### config.mk
export PLATFORM = sky130hd
export DESIGN_NAME = cfg_device_flat
export DESIGN_NICKNAME = d
export VERILOG_FILES = /design/src/design/cfg_msg_pkg.sv /design/src/design/cfg_link_if.sv /design/src/design/cfg_device.sv /design/src/flat_wrapper.sv
export SDC_FILE = /design/constraint.sdc
export NUM_CORES = 2
export LEC_CHECK = 0
export BUFFER_PORTS_ARGS = -buffer_cell sky130_fd_sc_hd__buf_2
export CORE_MARGIN = 10
export CORE_UTILIZATION = 56
export CTS_BUF_LIST = sky130_fd_sc_hd__clkbuf_8 sky130_fd_sc_hd__clkbuf_16
export DETAILED_ROUTE_END_ITERATION = 10
export PLACE_DENSITY = 0.7
export SLEW_MARGIN = 40
export SYNTH_ARGS = -nofsm -noshare
export SYNTH_HDL_FRONTEND = slang
export SYNTH_SLANG_ARGS = --single-unit
### constraint.sdc
create_clock -name clock -period 58.2 [get_ports clock]
set_input_delay 5.82 -clock clock [delete_from_list [all_inputs] [get_ports clock]]
set_output_delay 5.82 -clock clock [all_outputs]
set_load 0.03 [all_outputs]
### src/design/cfg_msg_pkg.sv
// Package of token codes, field widths and destinations for config messages.
package cfg_msg_pkg;
	localparam int TOKEN_W = 8;
	localparam int CHAN_W = 24;
	localparam int REGNUM_W = 16;
	localparam int DATA_W = 32;
	localparam int DEST_W = 32;
	localparam int NO_REPLY_W = 8;
	localparam logic [7:0] TOK_WRITE = 8'hc0;
	localparam logic [7:0] TOK_READ = 8'hc1;
	localparam logic [7:0] TOK_END = 8'h01;
	localparam logic [7:0] TOK_ACK = 8'h03;
	localparam logic [7:0] TOK_NACK = 8'h04;
	localparam logic [15:0] TILE_DEST_LOW = 16'hc20c;
	localparam logic [15:0] NODE_DEST_LOW = 16'hc30c;
	localparam logic [7:0] NO_REPLY_LOW = 8'hff;
	localparam int PS_SHIFT = 8;
	localparam logic [7:0] PS_RES_TYPE = 8'h0b;
	localparam int N_TILE_REGS = 8;
	localparam int N_NODE_REGS = 8;
	localparam int N_PS_REGS = 16;
	localparam logic [15:0] TILE_ID_RESET = 16'h0000;
	localparam logic [15:0] NODE_ID_RESET = 16'h0000;
	localparam logic [31:0] REG_RESET = 32'h0000_0000;
endpackage : cfg_msg_pkg

### src/design/cfg_link_if.sv
// Interface carrying token-framed messages both ways between the two ends.
`timescale 1ns/10ps
`default_nettype none
interface cfg_link_if;
	logic [31:0] req_dest;
	logic req_valid;
	logic req_ctrl;
	logic [7:0] req_byte;
	logic req_ready;
	logic rsp_valid;
	logic rsp_ctrl;
	logic [7:0] rsp_byte;
	logic [23:0] rsp_chan;
	logic rsp_ready;
	modport device (input req_dest, input req_valid, input req_ctrl,
		input req_byte, output req_ready, output rsp_valid, output rsp_ctrl,
		output rsp_byte, output rsp_chan, input rsp_ready);
	modport requester (output req_dest, output req_valid, output req_ctrl,
		output req_byte, input req_ready, input rsp_valid, input rsp_ctrl,
		input rsp_byte, input rsp_chan, output rsp_ready);
endinterface : cfg_link_if
`default_nettype wire

### src/design/cfg_device.sv
// Device end: config registers reached by messages and status register port.
`timescale 1ns/10ps
`default_nettype none
// Notes on behaviour
// Requests carry 24-bit reply channel-end.
// Reply low byte all ones suppresses reply; the code suppresses it for writes only, and reads still get a reply.
// Multi-byte fields travel most significant first.
// Status registers read and written whole words.
// Status resource id is number shl 8 or 0b.
// Tile registers answer destination ending c20c.
// Node registers answer destination ending c30c.
// Write: 192, reply, register, data, 1.
// Read: 193, reply, register, 1.
// Write reply: 3,1 success; 4,1 failure.
// Read reply: 3, data, 1; or 4,1.
// Unknown register or malformed request fails.
module cfg_device (
	input wire logic clock,
	input wire logic rst,
	cfg_link_if.device link,
	input wire logic [15:0] tile_id,
	input wire logic [15:0] node_id,
	input wire logic ps_valid,
	input wire logic ps_write,
	input wire logic [31:0] ps_resource,
	input wire logic [31:0] ps_wdata,
	output logic ps_done,
	output logic ps_error,
	output logic [31:0] ps_rdata,
	output logic busy
);
	import cfg_msg_pkg::*;

	typedef enum logic [2:0] {
		S_IDLE = 3'b000,
		S_CHAN = 3'b001,
		S_REG = 3'b010,
		S_DATA = 3'b011,
		S_END = 3'b100,
		S_DRAIN = 3'b101,
		S_REPLY = 3'b110
	} state_t;

	function automatic logic dest_match(input logic [31:0] dest,
		input logic [15:0] id, input logic [15:0] low);
		dest_match = (dest[31:16] == id) && (dest[15:0] == low);
	endfunction : dest_match

	state_t state, next_state;
	logic is_write, next_is_write;
	logic is_node, next_is_node;
	logic bad, next_bad;
	logic [2:0] count, next_count;
	logic [23:0] chan, next_chan;
	logic [15:0] regnum, next_regnum;
	logic [31:0] data, next_data;
	logic [2:0] rsp_idx, next_rsp_idx;
	logic [2:0] rsp_len, next_rsp_len;
	logic [31:0] tile_regs [N_TILE_REGS];
	logic [31:0] node_regs [N_NODE_REGS];
	logic [31:0] ps_regs [N_PS_REGS];
	logic req_ready, next_req_ready;
	logic rsp_valid, next_rsp_valid;
	logic rsp_ctrl, next_rsp_ctrl;
	logic [7:0] rsp_byte, next_rsp_byte;
	logic do_write, next_do_write;
	logic next_ps_done, next_ps_error;
	logic [31:0] next_ps_rdata;
	logic take;
	logic [15:0] ps_num;
	logic ps_ok;

	assign link.req_ready = req_ready;
	assign link.rsp_valid = rsp_valid;
	assign link.rsp_ctrl = rsp_ctrl;
	assign link.rsp_byte = rsp_byte;
	assign link.rsp_chan = chan;
	assign take = link.req_valid && req_ready;
	assign ps_num = ps_resource[23:8];
	// Low byte must name the status resource type. R5
	assign ps_ok = (ps_resource[7:0] == PS_RES_TYPE) &&
		(ps_resource[31:24] == 8'h00) && (ps_num < 16'(N_PS_REGS));

	function automatic logic reg_known(input logic node, input logic [15:0] r);
		reg_known = node ? (r < 16'(N_NODE_REGS)) : (r < 16'(N_TILE_REGS));
	endfunction : reg_known

	always_comb begin
		next_ps_done = ps_valid;
		next_ps_error = ps_valid && !ps_ok;
		next_ps_rdata = ps_rdata;
		if (ps_valid && ps_ok && !ps_write) begin
			next_ps_rdata = ps_regs[ps_num[3:0]];
		end
	end

	always_comb begin
		next_state = state;
		next_is_write = is_write;
		next_is_node = is_node;
		next_bad = bad;
		next_count = count;
		next_chan = chan;
		next_regnum = regnum;
		next_data = data;
		next_rsp_idx = rsp_idx;
		next_rsp_len = rsp_len;
		next_req_ready = req_ready;
		next_rsp_valid = rsp_valid;
		next_rsp_ctrl = rsp_ctrl;
		next_rsp_byte = rsp_byte;
		next_do_write = 1'b0;
		case (state)
			S_IDLE: begin
				next_req_ready = 1'b1;
				if (take) begin
					next_bad = 1'b0;
					next_count = 3'd0;
					next_is_write = (link.req_byte == TOK_WRITE);
					next_is_node = dest_match(link.req_dest, node_id,
						NODE_DEST_LOW);
					if (!link.req_ctrl) begin
						next_state = S_IDLE;
					end else if (!(dest_match(link.req_dest, tile_id,
						TILE_DEST_LOW) || dest_match(link.req_dest, node_id,
						NODE_DEST_LOW))) begin
						next_state = S_IDLE;
					end else if (link.req_byte == TOK_WRITE ||
						link.req_byte == TOK_READ) begin
						next_state = S_CHAN;
					end
				end
			end
			S_CHAN, S_REG, S_DATA: begin
				if (take && link.req_ctrl) begin
					next_bad = 1'b1;
					next_req_ready = (link.req_byte != TOK_END);
					next_state = (link.req_byte == TOK_END) ? S_REPLY : S_DRAIN;
					next_chan = (state == S_CHAN) ? 24'h0 : chan;
				end else if (take) begin
					next_count = count + 3'd1;
					if (state == S_CHAN) begin
						next_chan = {chan[15:0], link.req_byte};
					end else if (state == S_REG) begin
						next_regnum = {regnum[7:0], link.req_byte};
					end else begin
						next_data = {data[23:0], link.req_byte};
					end
					// The channel field ends on its third byte, the register on its second.
					if ((state == S_CHAN && count == 3'd2) ||
						(state == S_REG && count == 3'd1) || count == 3'd3) begin
						next_count = 3'd0;
						next_state = (state == S_REG && is_write) ? S_DATA :
							(state == S_CHAN) ? S_REG : S_END;
					end
				end
			end
			S_END, S_DRAIN: begin
				if (take) begin
					if (link.req_ctrl && link.req_byte == TOK_END) begin
						next_state = S_REPLY;
						next_req_ready = 1'b0;
						if (state == S_END && !bad &&
							reg_known(is_node, regnum)) begin
							next_do_write = is_write;
							if (!is_write) begin
								next_data = is_node ? node_regs[regnum[2:0]]
									: tile_regs[regnum[2:0]];
							end
						end else begin
							next_bad = 1'b1;
						end
					end else if (state == S_END) begin
						next_bad = 1'b1;
						next_state = S_DRAIN;
					end
				end
			end
			S_REPLY: begin
				next_req_ready = 1'b0;
				next_rsp_idx = 3'd0;
				next_rsp_len = (bad || is_write) ? 3'd2 : 3'd6;
				if (is_write && chan[7:0] == NO_REPLY_LOW) begin
					next_state = S_IDLE;
					next_req_ready = 1'b1;
				end else if (!rsp_valid) begin
					next_rsp_valid = 1'b1;
					next_rsp_ctrl = 1'b1;
					next_rsp_byte = bad ? TOK_NACK : TOK_ACK;
				end else if (link.rsp_ready) begin
					next_rsp_idx = rsp_idx + 3'd1;
					next_rsp_len = rsp_len;
					if (rsp_idx + 3'd1 == rsp_len) begin
						next_rsp_valid = 1'b0;
						next_state = S_IDLE;
						next_req_ready = 1'b1;
					end else if (rsp_idx + 3'd2 == rsp_len) begin
						next_rsp_ctrl = 1'b1;
						next_rsp_byte = TOK_END;
					end else begin
						next_rsp_ctrl = 1'b0;
						next_rsp_byte = data[31:24];
						next_data = {data[23:0], 8'h00};
					end
				end else begin
					next_rsp_len = rsp_len;
					next_rsp_idx = rsp_idx;
				end
			end
			default: begin
				next_state = S_IDLE;
			end
		endcase
	end

	always_ff @(posedge clock or posedge rst) begin
		if (rst) begin
			state <= S_IDLE;
			{is_write, is_node, bad, do_write, req_ready} <= 5'h00;
			{rsp_valid, rsp_ctrl, ps_done, ps_error, busy} <= 5'h00;
			{count, rsp_idx, rsp_len} <= 9'h000;
			{chan, regnum, rsp_byte} <= 48'h0000_0000_0000;
			data <= REG_RESET;
			ps_rdata <= REG_RESET;
		end else begin
			state <= next_state;
			{is_write, is_node, bad} <= {next_is_write, next_is_node, next_bad};
			count <= next_count;
			chan <= next_chan;
			regnum <= next_regnum;
			data <= next_data;
			{rsp_idx, rsp_len} <= {next_rsp_idx, next_rsp_len};
			req_ready <= next_req_ready;
			{rsp_valid, rsp_ctrl} <= {next_rsp_valid, next_rsp_ctrl};
			rsp_byte <= next_rsp_byte;
			do_write <= next_do_write;
			{ps_done, ps_error} <= {next_ps_done, next_ps_error};
			ps_rdata <= next_ps_rdata;
			busy <= (next_state != S_IDLE);
		end
	end

	// The write lands one cycle after the closing token, on the same edge that raises the reply's first byte.
	genvar i;
	generate
		for (i = 0; i < N_TILE_REGS; i++) begin : g_tile
			always_ff @(posedge clock or posedge rst) begin
				if (rst) begin
					tile_regs[i] <= REG_RESET;
				end else if (do_write && !is_node && regnum[2:0] == 3'(i)) begin
					tile_regs[i] <= data;
				end
			end
		end
		for (i = 0; i < N_NODE_REGS; i++) begin : g_node
			always_ff @(posedge clock or posedge rst) begin
				if (rst) begin
					node_regs[i] <= REG_RESET;
				end else if (do_write && is_node && regnum[2:0] == 3'(i)) begin
					node_regs[i] <= data;
				end
			end
		end
		for (i = 0; i < N_PS_REGS; i++) begin : g_ps
			always_ff @(posedge clock or posedge rst) begin
				if (rst) begin
					ps_regs[i] <= REG_RESET;
				end else if (ps_valid && ps_ok && ps_write &&
					ps_num[3:0] == 4'(i)) begin
					ps_regs[i] <= ps_wdata;
				end
			end
		end
	endgenerate
endmodule : cfg_device
`default_nettype wire

### src/flat_wrapper.sv
// flat-port wrapper written by rule: the top's interface ports become plain ports
module cfg_device_flat import cfg_msg_pkg::*;
  (clock, rst, tile_id, node_id, ps_valid, ps_write, ps_resource, ps_wdata, ps_done, ps_error, ps_rdata, busy, link_req_dest, link_req_valid, link_req_ctrl, link_req_byte, link_req_ready, link_rsp_valid, link_rsp_ctrl, link_rsp_byte, link_rsp_chan, link_rsp_ready);
  cfg_link_if link_i ();
  input wire logic clock;
  input wire logic rst;
  input wire logic [15:0] tile_id;
  input wire logic [15:0] node_id;
  input wire logic ps_valid;
  input wire logic ps_write;
  input wire logic [31:0] ps_resource;
  input wire logic [31:0] ps_wdata;
  output logic ps_done;
  output logic ps_error;
  output logic [31:0] ps_rdata;
  output logic busy;
  input wire logic [$bits(link_i.req_dest)-1:0] link_req_dest;
  input wire logic [$bits(link_i.req_valid)-1:0] link_req_valid;
  input wire logic [$bits(link_i.req_ctrl)-1:0] link_req_ctrl;
  input wire logic [$bits(link_i.req_byte)-1:0] link_req_byte;
  output wire logic [$bits(link_i.req_ready)-1:0] link_req_ready;
  output wire logic [$bits(link_i.rsp_valid)-1:0] link_rsp_valid;
  output wire logic [$bits(link_i.rsp_ctrl)-1:0] link_rsp_ctrl;
  output wire logic [$bits(link_i.rsp_byte)-1:0] link_rsp_byte;
  output wire logic [$bits(link_i.rsp_chan)-1:0] link_rsp_chan;
  input wire logic [$bits(link_i.rsp_ready)-1:0] link_rsp_ready;
  assign link_i.req_dest = link_req_dest;
  assign link_i.req_valid = link_req_valid;
  assign link_i.req_ctrl = link_req_ctrl;
  assign link_i.req_byte = link_req_byte;
  assign link_req_ready = link_i.req_ready;
  assign link_rsp_valid = link_i.rsp_valid;
  assign link_rsp_ctrl = link_i.rsp_ctrl;
  assign link_rsp_byte = link_i.rsp_byte;
  assign link_rsp_chan = link_i.rsp_chan;
  assign link_i.rsp_ready = link_rsp_ready;
  cfg_device u_core (.clock(clock), .rst(rst), .link(link_i), .tile_id(tile_id), .node_id(node_id), .ps_valid(ps_valid), .ps_write(ps_write), .ps_resource(ps_resource), .ps_wdata(ps_wdata), .ps_done(ps_done), .ps_error(ps_error), .ps_rdata(ps_rdata), .busy(busy));
endmodule
==> results_dict.tcl <==
set metrics [dict create \
    synthArstFlopShare 1.000 \
    worst_setup_path_end_kind "async pin" \
    worstSetupPathType "in -> async" \
    num_rows 112 \
    p_switching_uw 349.0 \
    cts_setup_buffers 0 \
    grt_pass1_wl_um 200200 \
    cp_slowest_stage_delay_ns 0.73 \
    rsz0062_at_grt "no" \
    wirelength_um 127900 \
    fill_cells 6800 \
    status "finished clean" \
    hpwl_um 74330 \
    synth_cells 3355 \
    slew_headroom 0.4274 \
    grt_start_max_net_pins 117 \
    power.internal_uw 1288 \
    crit_cells 6 \
    antenna_found_initial 6 \
    yosys_warnings 0 \
    cp-startpoint "rst" \
    ios 213 \
    clk_pin_slew_ns 0.06 \
    clock-sinks 1157 \
    cts_tree "yes" \
    fp.dieH_um 325.9 \
    cp_cell_sequence "buf_2, inv_8, buf_6, buf_6, clkbuf_8, clkbuf_8" \
    finalSetupViolCount 0 \
    die-area_um2 106200 \
    place_inst 4597 \
    ys_top_cells_by_count "1157 x dfrtp_1, 1050 x mux2_2, 288 x mux4_2, 158 x clkbuf_1, 74 x nand2_1" \
    fin_nets 3617 \
    ctsResizeCount 0 \
    hold_violations 0 \
    reg2reg_setup_slack_ns 54.51 \
    drc 0 \
    fin_crit_ns 8.646 \
    cp.arrival_ns 9.38 \
    ys.flop_type "dfrtp_1" \
    crit_family "buffers and inverters" \
    port_buffers 212 \
    postSynthAreaPerCell_um2 15.62 \
    path_buf_inv 6 \
    critPathLaunchType "input pin" \
    hold_path_class "reg -> reg" \
    endpoint "u_core.ps_regs[372]" \
    drv_cap 0 \
    finalCritPeriodShare 0.1485 \
    ant_nets 0 \
    yosysMostFrequentCell "dfrtp_1" \
    track_usage 0.2405 \
    worst_path_max_delay_cell "clkbuf_8" \
    h-tree-depth 3 \
    slew_violations 0 \
    drive_gt1_frac 0.5334 \
    seq_power_share 0.491 \
    combPwrFrac 0.026 \
    overflow 0 \
    postCtsHoldBufs 0 \
    tns_ns 0 \
    cp_max_fo 99 \
    first_iter_violations 1915 \
    p_leak_uw 0.02834 \
    yosysSeqAreaShare 0.5525 \
    synthesis.nets 3507 \
    synth_area_leader_cell "dfrtp_1" \
    syn_to_final_growth_pct 12.06 \
    power.share.clock 0.482 \
    yosys-top-cells-area "dfrtp_1 55%, mux2_2 23%, mux4_2 12%, mux2i_1 1.2%, clkbuf_1 1.1%" \
    rr_worst_depth 5 \
    routedWlPerCell_um 26.54 \
    core_um2 93050 \
    routabilityCongestion 0.8163 \
    first_pass_iters 5 \
    synth_top_cell_area_share 0.5525 \
    via_per_inst 6.208 \
    initial_core_util 0.5632 \
    timing.rr.end "u_core.node_regs[179]" \
    numCtsBuffers 119 \
    p_sw_frac 0.2132 \
    fmax_ghz 0.1157 \
    ys_ff_latch 1157 \
    grt_pass1_vias 33410 \
    vias 29920 \
    fin_cells 4820 \
    critPathRequiredTime_ns 58.94 \
    synth_cell_type_count 66 \
    skew_ns 0.03466 \
    clock_path_buffers 3 \
    power.density_nw_per_um2 27.88 \
    clock_latency_ns 0.70 \
    regToRegStartpoint "u_core.regnum[1]" \
    ir_worst_vdd_mv 0.02768 \
    syn-cell-area_um2 52410 \
    synth_edf_count 0 \
    die_w_um 325.9 \
    clock-root-buffer "clkbuf_16" \
    tightestPinTransition_ns 0.8589 \
]
cell families (layout without fill, tap and decap cells):
| logic type | Yosys count | in the layout | synth area share |
|---|---|---|---|
| AOI/OAI and AO/OA | 182 | 182 | 0.02237 |
| xor gates and xnor gates | 35 | 35 | 0.006112 |
| adders and majority gates | 9 | 9 | 0.002149 |
| buffers and inverters | 295 | 504 | 0.02450 |
| DFF | 1157 | 1157 | 0.5525 |
| muxes | 1424 | 1424 | 0.3663 |
| other | 0 | 2 | 0 |
| and+or+nand+nor | 253 | 253 | 0.02607 |
metrics by stage:
stage / utilization / worst slack, ns / power [uW] / instance area, um^2 / hold WS (ns)
2_1_floorplan: - / 19.79 / 847.4 / 52410 / 0.4446
3_3_place_gp: 0.5847 / 47.84 / 860.6 / 54410 / 0.4596
3_5_place_dp: 0.5863 / 48.49 / 863.4 / 54560 / 0.4704
4_1_cts: 0.6307 / 49.22 / 1652 / 58680 / 0.4838
5_1_grt: 0.6311 / 49.07 / 1689 / 58720 / 0.5033
6_report: 0.6311 / 49.55 / 1637 / 58720 / 0.4818
final cells by class:
cell class / instances / area, um^2 / area share
flip-flops and latches: 1157 / 28960 / 0.4932
multi-input cells: 1903 / 22320 / 0.3800
clock buffers: 150 / 3438 / 0.05855
repair buffers: 272 / 1693 / 0.02883
well taps: 1254 / 1569 / 0.02672
clock inverters: 70 / 686.9 / 0.01170
inverters: 12 / 52.55 / 0.0008949
diodes: 2 / 5.005 / 0.00008523
how the worst min path moves through the flow:
| stage | startpoint | to | cells past startpoint | slack, ns |
|---|---|---|---|---|
| floorplan | u_core.node_regs[184] | u_core.node_regs[184] | 2 | 0.44 |
| global placement | u_core.tile_regs[184] | u_core.tile_regs[184] | 2 | 0.46 |
| detailed placement | u_core.tile_regs[120] | u_core.tile_regs[120] | 2 | 0.47 |
| CTS | u_core.tile_regs[120] | u_core.tile_regs[120] | 2 | 0.48 |
| global route | u_core.node_regs[181] | u_core.node_regs[181] | 1 | 0.50 |
| finish | u_core.link.rsp_chan[18] | u_core.link.rsp_chan[18] | 2 | 0.48 |
per-layer routing:
| layer | GRT usage | share of wire | vias to the layer above |
|---|---|---|---|
| li1 | - | - | 12690 |
| met5 | 0 | 0.00022 | - |
| met2 | 0.4233 | 0.52 | 698 |
| met4 | 0.07527 | 0.030 | 4 |
| met1 | 0.3059 | 0.41 | 16280 |
| met3 | 0.03429 | 0.039 | 252 |
worst register-to-register path, cell delays in order, from the launching register on:
cell and delay (ns):
dfrtp_4 0.78, buf_4 0.69, nand3_1 0.49, or3_2 0.86
buf_4 0.41, mux2_2 0.34
sequential cells by signal, summed over array words and instances, names as in the netlist:
register               count
u_core.bad                 1
u_core.busy                1
u_core.count               3
u_core.data               32
u_core.do_write            1
u_core.is_node             1
u_core.is_write            1
u_core.link.req_ready      1
u_core.link.rsp_byte       8
u_core.link.rsp_chan      24
u_core.link.rsp_ctrl       1
u_core.link.rsp_valid      1
u_core.node_regs         256
u_core.ps_done             1
u_core.ps_error            1
u_core.ps_rdata           32
u_core.ps_regs           512
u_core.regnum             16
u_core.rsp_idx             3
u_core.rsp_len             2
u_core.state               3
u_core.tile_regs         256
power groups by stage:
stage          clock, uW  sequential (uW)  combinational, uW
2_1_floorplan          0              821               26.3
3_3_place_gp           0              819               41.4
3_5_place_dp           0              819               44.2
4_1_cts              803              804               44.3
5_1_grt              836              804               48.5
6_report             790              805               42.9
cells in the final DEF (no fill, tap or decap), types with 4 or more instances in the layout:
cell / n
a21oi_1: 50
a21oi_2: 28
a22o_1: 6
buf_2: 210
buf_4: 38
buf_6: 14
bufinv_16: 13
clkbuf_16: 122
clkbuf_8: 31
clkinv_2: 27
clkinvlp_4: 5
dfrtp_1: 1154
ha_1: 9
inv_1: 32
mux2_1: 21
mux2_2: 1050
mux2i_1: 65
mux4_2: 288
nand2_1: 62
nand2_2: 11
nand2b_1: 27
nand2b_2: 5
nand3_1: 13
nand3b_1: 6
nand4_1: 9
nor2_1: 33
nor2_2: 11
nor2_4: 10
nor2b_1: 6
nor3_1: 10
nor3b_1: 4
nor4_1: 10
o211ai_1: 5
o21ai_0: 43
o22ai_1: 33
or3_2: 4
xnor2_1: 21
xor2_1: 13
(Power assumes the default switching activity.)
